`config.mk`:
```
export PLATFORM = sky130hd
export DESIGN_NAME = rmc_top
export DESIGN_NICKNAME = d
export VERILOG_FILES = /design/src/rmc_pkg.sv /design/src/rmc_top.sv
export SDC_FILE = /design/constraint.sdc
export NUM_CORES = 1
export LEC_CHECK = 0
export ABC_AREA = 1
export BUFFER_PORTS_ARGS = -buffer_cell sky130_fd_sc_hd__buf_2
export CAP_MARGIN = 5
export CORE_UTILIZATION = 50
export DETAILED_ROUTE_END_ITERATION = 8
export MAX_ROUTING_LAYER = met4
export PLACE_DENSITY_LB_ADDON = 0.1
export SLEW_MARGIN = 20
export SYNTH_ARGS = -nofsm -noshare
export SYNTH_HDL_FRONTEND = slang
export SYNTH_SLANG_ARGS = --single-unit
```
`constraint.sdc`:
```
create_clock -name clk -period 1.75 [get_ports clk]
set_input_delay 0.0875 -clock clk [delete_from_list [all_inputs] [get_ports clk]]
set_output_delay 0.0875 -clock clk [all_outputs]
set_load 0.02 [all_outputs]
```
`src/rmc_pkg.sv`:
```
// Package for the regulator mode control block: map, fields, timing.
`default_nettype none
package rmc_pkg;
  // Register word indexes on the bus
  localparam logic [3:0] RMC_ADDR_PROTECT = 4'h0;
  localparam logic [3:0] RMC_ADDR_CONTROL = 4'h1;
  localparam logic [3:0] RMC_ADDR_TIMING = 4'h2;
  localparam logic [3:0] RMC_ADDR_FLAG = 4'h3;
  localparam logic [3:0] RMC_ADDR_IRQ_EN = 4'h4;
  localparam logic [3:0] RMC_ADDR_FLAG_CLR = 4'h5;
  localparam logic [3:0] RMC_ADDR_CLOCKS = 4'h6;
  // Key that opens the protected registers
  localparam logic [15:0] RMC_PROTECT_KEY = 16'h0096;
  // Mode field encodings
  localparam logic [2:0] RMC_MODE_AUTO = 3'h0;
  localparam logic [2:0] RMC_MODE_NORMAL = 3'h2;
  localparam logic [2:0] RMC_MODE_ECONOMY = 3'h3;
  localparam logic [2:0] RMC_MODE_SUPER = 3'h5;
  localparam logic [2:0] RMC_MODE_RESET = RMC_MODE_AUTO;
  localparam logic [1:0] RMC_PUMP_DIV_RESET = 2'h0;
  // Field positions
  localparam int RMC_FLAG_COMPLETE_BIT = 0;
  localparam int RMC_CLK_PUMP_BIT = 1;
  // Delays in microseconds, counted on slow crystal ticks
  localparam int RMC_SLOW_HZ = 32768;
  localparam int RMC_ECO_DELAY_US = 1000;
  localparam int RMC_SUPER_EXIT_US = 10000;
  // Least time rounds up to whole slow ticks
  localparam int RMC_ECO_TICKS = (RMC_ECO_DELAY_US * RMC_SLOW_HZ + 999999) / 1000000;
  localparam int RMC_SUPER_TICKS = (RMC_SUPER_EXIT_US * RMC_SLOW_HZ + 999999) / 1000000;
  localparam int RMC_TICK_W = 10;
  // Regulator state actually applied
  typedef enum logic [1:0] {
    RMC_REG_NORMAL,
    RMC_REG_ECONOMY,
    RMC_REG_SUPER
  } rmc_reg_t;
  // Oscillator and CPU status bundle
  typedef struct packed {
    logic fast_running;
    logic slow_running;
    logic sleep_entry;
    logic wake;
  } rmc_clk_t;
endpackage
`default_nettype wire

```
`src/rmc_top.sv`:
```
// Regulator mode control: key lock, mode select, automatic switching, flags.
//
// The implementer's own choices: the Avalon-MM interface to the registers and the placing of the registers.
`default_nettype none
// Notes on behaviour
// - Key 0x0096 unlocks; other values lock
// - Mode 0x2 normal, 0x3 economy
// - Mode 0x0 automatic, 0x5 super economy
// - Auto: fast clocks stop, economy 1 ms
// - Auto: fast clock start, normal at once
// - Auto: sleep all stopped, economy, no flag
// - Auto: sleep slow only, economy 1 ms
// - Fast clock at sleep blocks economy
// - Wake: normal if a fast clock runs, else economy
// - Leaving super economy for auto or economy, flag after 10 ms
// - Super economy pump clocked by slow crystal
module rmc_top
  import rmc_pkg::*;
#(
  parameter int ECO_TICKS = RMC_ECO_TICKS,
  parameter int SUPER_TICKS = RMC_SUPER_TICKS
)(
  input wire logic clk,
  input wire logic rst,
  input wire logic [3:0] avs_address,
  input wire logic avs_read,
  input wire logic avs_write,
  input wire logic [31:0] avs_writedata,
  output logic [31:0] avs_readdata,
  output logic avs_waitrequest,
  input wire logic slow_clk_pin,
  input wire rmc_clk_t clk_status,
  output logic economy_on,
  output logic pump_on,
  output logic pump_clk_en,
  output logic irq
);
  // Slow crystal pin synchroniser and rising edge tick
  logic slow_s1_q, slow_s2_q, slow_s3_q;
  always_ff @(posedge clk)
  begin
    slow_s1_q <= slow_clk_pin;
    slow_s2_q <= slow_s1_q;
    slow_s3_q <= slow_s2_q;
  end
  wire slow_tick = slow_s2_q & ~slow_s3_q;

  // Bus: one wait cycle on every access so read data comes from a flop
  logic ack_q;
  wire access = avs_read | avs_write;
  assign avs_waitrequest = access & ~ack_q;
  wire wr_go = avs_write & ack_q;
  always_ff @(posedge clk)
  begin
    if (rst)
      ack_q <= 1'b0;
    else
      ack_q <= access & ~ack_q;
  end

  // Register decode
  wire wr_protect = wr_go && avs_address == RMC_ADDR_PROTECT;
  wire wr_control = wr_go && avs_address == RMC_ADDR_CONTROL;
  wire wr_timing = wr_go && avs_address == RMC_ADDR_TIMING;
  wire wr_irq_en = wr_go && avs_address == RMC_ADDR_IRQ_EN;
  wire wr_flag_clr = wr_go && avs_address == RMC_ADDR_FLAG_CLR;

  // Protection key register
  logic [15:0] key_q;
  logic unlocked_q;
  always_ff @(posedge clk)
  begin
    if (rst)
    begin
      key_q <= 16'h0000;
      unlocked_q <= 1'b0;
    end
    else if (wr_protect)
    begin
      key_q <= avs_writedata[15:0];
      unlocked_q <= avs_writedata[15:0] == RMC_PROTECT_KEY;
    end
  end

  // Mode and pump divider, held while locked
  logic [2:0] mode_q;
  logic [1:0] pump_div_q;
  logic irq_en_q;
  always_ff @(posedge clk)
  begin
    if (rst)
    begin
      mode_q <= RMC_MODE_RESET;
      pump_div_q <= RMC_PUMP_DIV_RESET;
      irq_en_q <= 1'b0;
    end
    else
    begin
      if (wr_control && unlocked_q)
        mode_q <= avs_writedata[2:0];
      if (wr_timing && unlocked_q)
        pump_div_q <= avs_writedata[1:0];
      if (wr_irq_en)
        irq_en_q <= avs_writedata[RMC_FLAG_COMPLETE_BIT];
    end
  end

  wire sel_normal = mode_q == RMC_MODE_NORMAL;
  wire sel_economy = mode_q == RMC_MODE_ECONOMY;
  wire sel_auto = mode_q == RMC_MODE_AUTO;
  wire sel_super = mode_q == RMC_MODE_SUPER;

  // Status inputs come from other domains
  logic [3:0] st_s1_q, st_s2_q;
  always_ff @(posedge clk)
  begin
    st_s1_q <= clk_status;
    st_s2_q <= st_s1_q;
  end
  rmc_clk_t st;
  assign st = st_s2_q;
  logic fast_prev_q, sleep_prev_q, wake_prev_q, asleep_q;
  wire fast_start = st.fast_running & ~fast_prev_q;
  wire sleep_rise = st.sleep_entry & ~sleep_prev_q;
  wire wake_rise = st.wake & ~wake_prev_q;

  // Applied regulator state and timers
  rmc_reg_t reg_q, reg_d;
  logic [RMC_TICK_W-1:0] eco_cnt_q;
  logic [RMC_TICK_W+1:0] sup_cnt_q;
  logic sup_exit_q, was_super_q, flag_q;
  // Economy wait: normal, auto, fast clocks stopped, not a full-stop sleep
  wire eco_wait = sel_auto && reg_q == RMC_REG_NORMAL && !st.fast_running
                  && (st.slow_running || !asleep_q);
  wire eco_done = eco_wait && slow_tick
                  && eco_cnt_q == RMC_TICK_W'(ECO_TICKS - 1);
  wire sup_done = sup_exit_q && slow_tick
                  && sup_cnt_q == (RMC_TICK_W + 2)'(SUPER_TICKS - 1);
  // sleep with fast clock stays normal
  wire sleep_all_off = sleep_rise && !st.fast_running && !st.slow_running;

  // Next applied regulator state
  always_comb
  begin
    reg_d = reg_q;
    if (sel_super)
      reg_d = RMC_REG_SUPER;
    else if (sel_normal)
      reg_d = RMC_REG_NORMAL;
    else if (sel_economy)
      reg_d = RMC_REG_ECONOMY;
    else if (wake_rise)
      reg_d = st.fast_running ? RMC_REG_NORMAL : RMC_REG_ECONOMY;
    else if (st.fast_running)
      reg_d = RMC_REG_NORMAL;
    else if (reg_q == RMC_REG_SUPER)
      reg_d = RMC_REG_ECONOMY;
    else if (sel_auto && reg_q == RMC_REG_NORMAL && sleep_all_off)
      reg_d = RMC_REG_ECONOMY;
    else if (eco_done)
      reg_d = RMC_REG_ECONOMY;
  end

  always_ff @(posedge clk)
  begin
    if (rst)
    begin
      reg_q <= RMC_REG_NORMAL;
      fast_prev_q <= 1'b0;
      sleep_prev_q <= 1'b0;
      wake_prev_q <= 1'b0;
      asleep_q <= 1'b0;
    end
    else
    begin
      reg_q <= reg_d;
      fast_prev_q <= st.fast_running;
      sleep_prev_q <= st.sleep_entry;
      wake_prev_q <= st.wake;
      asleep_q <= sleep_rise ? 1'b1 : (wake_rise ? 1'b0 : asleep_q);
    end
  end

  // 1 ms timer on slow ticks
  always_ff @(posedge clk)
  begin
    if (rst)
      eco_cnt_q <= '0;
    else if (!eco_wait)
      eco_cnt_q <= '0;
    else if (slow_tick)
      eco_cnt_q <= eco_cnt_q + RMC_TICK_W'(1);
  end

  // 10 ms timer after leaving super economy
  always_ff @(posedge clk)
  begin
    if (rst)
    begin
      sup_cnt_q <= '0;
      sup_exit_q <= 1'b0;
      was_super_q <= 1'b0;
    end
    else
    begin
      was_super_q <= sel_super;
      // start on exit to auto or economy
      if (was_super_q && (sel_auto || sel_economy))
      begin
        sup_exit_q <= 1'b1;
        sup_cnt_q <= '0;
      end
      else if (sup_exit_q && !(sel_auto || sel_economy))
      begin
        sup_exit_q <= 1'b0;
        sup_cnt_q <= '0;
      end
      else if (sup_done)
        sup_exit_q <= 1'b0;
      else if (sup_exit_q && slow_tick)
        sup_cnt_q <= sup_cnt_q + (RMC_TICK_W + 2)'(1);
    end
  end

  // Completion flag: set wins over clear
  wire flag_set = eco_done || sup_done;
  always_ff @(posedge clk)
  begin
    if (rst)
      flag_q <= 1'b0;
    else if (flag_set)
      flag_q <= 1'b1;
    else if (wr_flag_clr && avs_writedata[RMC_FLAG_COMPLETE_BIT])
      flag_q <= 1'b0;
  end
  assign irq = flag_q & irq_en_q;

  // Read mux, registered
  always_ff @(posedge clk)
  begin
    if (rst)
      avs_readdata <= 32'h0000_0000;
    else if (avs_read && !ack_q)
      unique case (avs_address)
        RMC_ADDR_PROTECT: avs_readdata <= {31'h0000_0000, unlocked_q};
        RMC_ADDR_CONTROL: avs_readdata <= {29'h0000_0000, mode_q};
        RMC_ADDR_TIMING: avs_readdata <= {30'h0000_0000, pump_div_q};
        RMC_ADDR_FLAG: avs_readdata <= {31'h0000_0000, flag_q};
        RMC_ADDR_IRQ_EN: avs_readdata <= {31'h0000_0000, irq_en_q};
        RMC_ADDR_CLOCKS: avs_readdata <= {30'h0000_0000, reg_q};
        default: avs_readdata <= 32'h0000_0000;
      endcase
  end

  // pump steps on slow crystal ticks
  logic [3:0] pump_cnt_q;
  always_ff @(posedge clk)
  begin
    if (rst)
      pump_cnt_q <= 4'h0;
    else if (slow_tick)
      pump_cnt_q <= pump_cnt_q + 4'h1;
  end
  // Divider 0..3 picks ratio 1,2,4,8 of the slow tick
  wire [3:0] div_mask = (4'h1 << pump_div_q) - 4'h1;
  assign pump_clk_en = reg_q == RMC_REG_SUPER && slow_tick
                       && (pump_cnt_q & div_mask) == 4'h0;
  assign pump_on = reg_q == RMC_REG_SUPER;
  assign economy_on = reg_q == RMC_REG_ECONOMY;
endmodule
`default_nettype wire

```
=== After elaboration in Yosys (flattened, before gate mapping) ===
Cells that the tools add are included.

* Add/subtract/negate cells: 4
* Eq/ne operators: 14
* Shift operators: 1
* Multiplexer cells: 17
* Bitwise logic cells: 14
* Reduce and logical (&&, ||, !) cells: 44

{| class="wikitable"
|+ Operator list
! kind !! count
|-
| $logic_and 1x1->1 || 23
|-
| $pmux 3 s6 || 1
|-
| $eq 16x8->1 const B || 1
|-
| $mux 2 || 8
|-
| $add 12x1->12 const B || 1
|-
| $eq 12x9->1 const B || 1
|-
| $eq 4x3->1 const B || 3
|-
| $add 10x1->10 const B || 1
|-
| $eq 10x6->1 const B || 1
|-
| $eq 4x2->1 const B || 2
|-
| $logic_not 4->1 || 2
|-
| $mux 1 || 8
|-
| $reduce_bool 8->1 || 1
|-
| $and 1x1->1 || 6
|-
| $eq 3x2->1 const B || 2
|-
| $not 1->1 || 6
|-
| $reduce_bool 6->1 || 1
|-
| $reduce_or 3->1 || 2
|-
| $logic_not 1->1 || 5
|-
| $add 4x1->4 const B || 1
|-
| $and 4x4->4 || 1
|-
| $eq 4x1->1 const B || 1
|-
| $reduce_bool 2->1 || 2
|-
| $shl 1x2->4 const A || 1
|-
| 11 further kinds || 13
|}

* Bits in registers: 85
* Bits of input ports: 45
* Word-level logic and storage cells: 116

=== Logic depth before layout (Yosys ltp) ===
* Depth after elaboration: 14
* Depth in mapped cells: 11
* Depth with buffers taken out: 11

=== Worst setup path after synthesis ===
No wires, ideal clock.

* Path kind: register to register
* From: register sup_cnt_q[0]
* To: register sup_cnt_q[6]
* Arrival time: 1343 ps
* Setup slack: 337 ps
* Stages on the path, launching flop included: 9
* Period minus slack after synthesis: 1413 ps
* Path through: dfxtp_1 -> ha_1 -> inv_1 -> nor3_1 -> nand3_1 -> nand2_2 -> buf_6 -> nand2_1 -> a21oi_1

* Word-level cells in the longest chain between the ends: 4
* Elaborated cells between the ends (all ways): 5
* Those cells by class: add/sub (1); eq/ne (1); bitwise (1); reduce/logical (2)

{| class="wikitable"
|+ Ends and longest elaborated chain
! item !! RTL line !! text
|-
| from (decl) || rmc_top.sv:130 || <nowiki>logic [RMC_TICK_W+1:0] sup_cnt_q;</nowiki>
|-
| from (signal assigned) || rmc_top.sv:221 || <nowiki>sup_cnt_q <= sup_cnt_q + (RMC_TICK_W + 2)'(1);</nowiki>
|-
| branches (longest 4 deep; another with $add 12x1->12) || - ||
|}

Parallel ways; which one is timed is not known.
A chain may end at the register's enable or synchronous reset.

=== Final worst setup path ===
* From: register sup_cnt_q[1]
* To: register sup_cnt_q[11]

The elaborated chain is that of the path after synthesis.

==> impl_metrics.ini <==
[sta]
fin_worst_skew_ps = 8.04
fin_crit_ps = 1590
whs_ps = 73.1
hold_viol_final = 0
fmax_ghz = 0.629
rsz0062_at_grt = no
fin_crit_sh_pct = 90.8
tns_ps = 0
maxSlewViolCount = 0
setup-violations-final = 0

[run]
max_cap_violations = 0

[die]
ios = 82
die_w_um = 76.8
start_util_pct = 53.5
coreArea_um2 = 5240
die_height_um = 76.8
design.die.area_um2 = 5900
rows = 26

[logic_synthesis]
ys_warn_count = 0
netlist_area_um2 = 2800
synthCells = 400
ys_types = 31
yosysSeqAreaShare_pct = 39.3
ys_seq_elements = 55
syn_avg_cell_area_um2 = 7.00

[setup_path]
worstPathCellList = ha_1 > inv_1 > nor3_1 > nand3_1 > nand2_2 > buf_4 > nand2_1 > a21oi_1
critPathMaxStageDelay_ps = 370
ff2ff_path_depth = 8
cp.depth = 8
cp_num_buf_inv = 2
worstPathMaxFanout = 10
end_kind = register
cp.required_ps = 1980
start_kind = register
crit_arrival_ps = 1820
crit_type = register to register
crit_slowest_cell = dfxtp_1
cp_top_family = simple AND/OR/NAND/NOR gates

[status]
outcome = complete, no violations

[layout]
nets = 499
antenna-diode-count = 0
syn_to_final_growth_pct = 11.2
fillers = 520
drive_gt1_share_pct = 14.0
stdcell_area_um2 = 3110

[pwr]
ir_worst_vdd_mv = 0.437
leakage_nw = 1.35
power_density_nw_per_um2 = 694

[grt]
overflow = 0
grt_first_pass_wirelength_um = 9540
antenna_found_initial = 0
grt_max_degree = 16
grt_pass1_vias = 2230
grt_util_all_layers_pct = 20.3

[clock_tree]
clkLatencyLatePin_ps = 290
cts_tree = built
cts.repair.resized = 0
cts_sinks = 55
clk_pin_slew_ps = 90
clockBufferDepth = 2
h-tree-depth = 2
cts-buffers-inserted = 5
cts-root-buf = clkbuf_8

[place]
numPortBuffers = 36
post_dp_cell_area_um2 = 2980
place_congestion = 0.884
dp_hpwl_um = 4410

[route]
wl_um = 5510
final_antenna_net_count = 0
drt_pass1_iterations = 4
viasPerCell = 4.73
vias = 2465
drc = 0
avgRoutedWirePerCell_um = 10.6
drt_iter0_drc = 86

[min_path]
hold_depth = 4
hold_path.class = input pin to register
placed cells by master (no fill, tap or decap), types with 3 or more instances in the layout:
cell	instances
nor4_1	3
nand2_1	75
nor3_2	3
o21ai_0	20
buf_4	6
inv_1	53
dfxtp_1	55
ha_1	4
nor3_1	18
nand4_1	9
clkbuf_8	5
nand3_1	24
nand2_2	4
a21oi_1	29
dlygate4sd3_1	5
buf_2	36
conb_1	29
nor2_1	53
what timing repair did:
action	CTS	global route
setup buffers	0	0
hold buffers	5	0
endpoints found under the setup margin	0	0
endpoints found under the hold margin	5	0
flip-flops by register name (all words and copies together), names as in the netlist:
signal,cells
ack_q,1
asleep_q,1
avs_readdata,3
eco_cnt_q,10
flag_q,1
irq_en_q,1
mode_q,3
pump_cnt_q,3
pump_div_q,2
reg_q,2
sleep_prev_q,1
slow_s1_q,1
slow_s2_q,1
slow_s3_q,1
st,4
st_s1_q,4
sup_cnt_q,12
sup_exit_q,1
unlocked_q,1
wake_prev_q,1
was_super_q,1
power breakdown:
part           switching (mW)  total, mW  internal, mW
logic                   0.158      0.227        0.0698
registers              0.0151       1.29          1.28
clock network           0.358      0.639         0.282
total                   0.531       2.16          1.63
cell usage after synthesis:
master    instances  area share [%]
buf_4            29             7.8
o2111a_1          1            0.40
o21ai_1           2            0.36
nor3b_1           1            0.27
nor3_2            3             1.1
nand2_1          75              10
o21ai_0          20             3.6
inv_2             1            0.13
or2_2             1            0.22
nand3_2           1            0.36
a31oi_1           1            0.22
nor4_1            3            0.67
nand3_1          24             4.3
inv_1            53             7.1
nor2_1           53             7.1
conb_1            1            0.13
nand2_2           4            0.89
nand4_1           9             2.0
nor2_4            2            0.80
buf_6             1            0.40
nor2_2            1            0.22
dfxtp_1          55              39
nor3_1           18             3.2
ha_1              4             1.8
nand3b_1          1            0.27
a21oi_1          29             5.2
inv_4             1            0.22
xor2_1            2            0.63
clkbuf_1          2            0.27
nor4_4            1            0.76
o211ai_1          1            0.27
layer usage:
metal | wire (µm) | track usage (%)
met1 | 2640 | 25.7
met2 | 2660 | 33.4
met3 | 171 | 3.57
met4 | 38 | 4.81
met5 | 0 | -
worst paths after layout:
check                                endpoint         startpoint  slack, ps
worst max register to register  sup_cnt_q[11]       sup_cnt_q[1]        160
worst min register to register          st[0]         st_s1_q[0]        330
worst min-delay path               unlocked_q  avs_writedata[13]         70
worst max-delay path            sup_cnt_q[11]       sup_cnt_q[1]        160
per-stage QoR:
| stage | utilization [%] | setup WS, ps | total power, mW | instances |
|---|---|---|---|---|
| after floorplan | - | 337 | 1.52 | 428 |
| after global placement | 56.9 | 241 | 1.54 | 508 |
| after detailed placement | 56.9 | 174 | 1.54 | 508 |
| after CTS | 59.4 | 149 | 2.19 | 521 |
| after global routing | 59.4 | 7.55 | 2.27 | 521 |
| final | 59.4 | 160 | 2.16 | 521 |
kinds of logic (layout without fill, tap and decap cells):
logic type,after synthesis,count (layout),synth area share [%]
other cells,1,29,0.134
compound gates,54,54,10.0
buf+inv,87,110,15.9
flops,55,55,39.3
fa+ha+maj,4,4,1.79
simple gates,197,197,32.2
xor+xnor,2,2,0.626
worst reg2reg max path, stage by stage, from the launching register on:
cell	delay, ps
dfxtp_1	370
ha_1	190
inv_1	60
nor3_1	200
nand3_1	150
nand2_2	190
buf_4	170
nand2_1	50
a21oi_1	150
final cells by class:
type	instances	area, µm²	area share [%]
multi-input cells	286	1360	43.6
inverters	55	209	6.71
clock buffers	7	76.3	2.45
flip-flops and latches	55	1100	35.4
repair buffers	47	275	8.84
clock inverters	1	5.00	0.161
well taps	70	87.6	2.81
No activity file was read; power rests on OpenSTA's default activity.
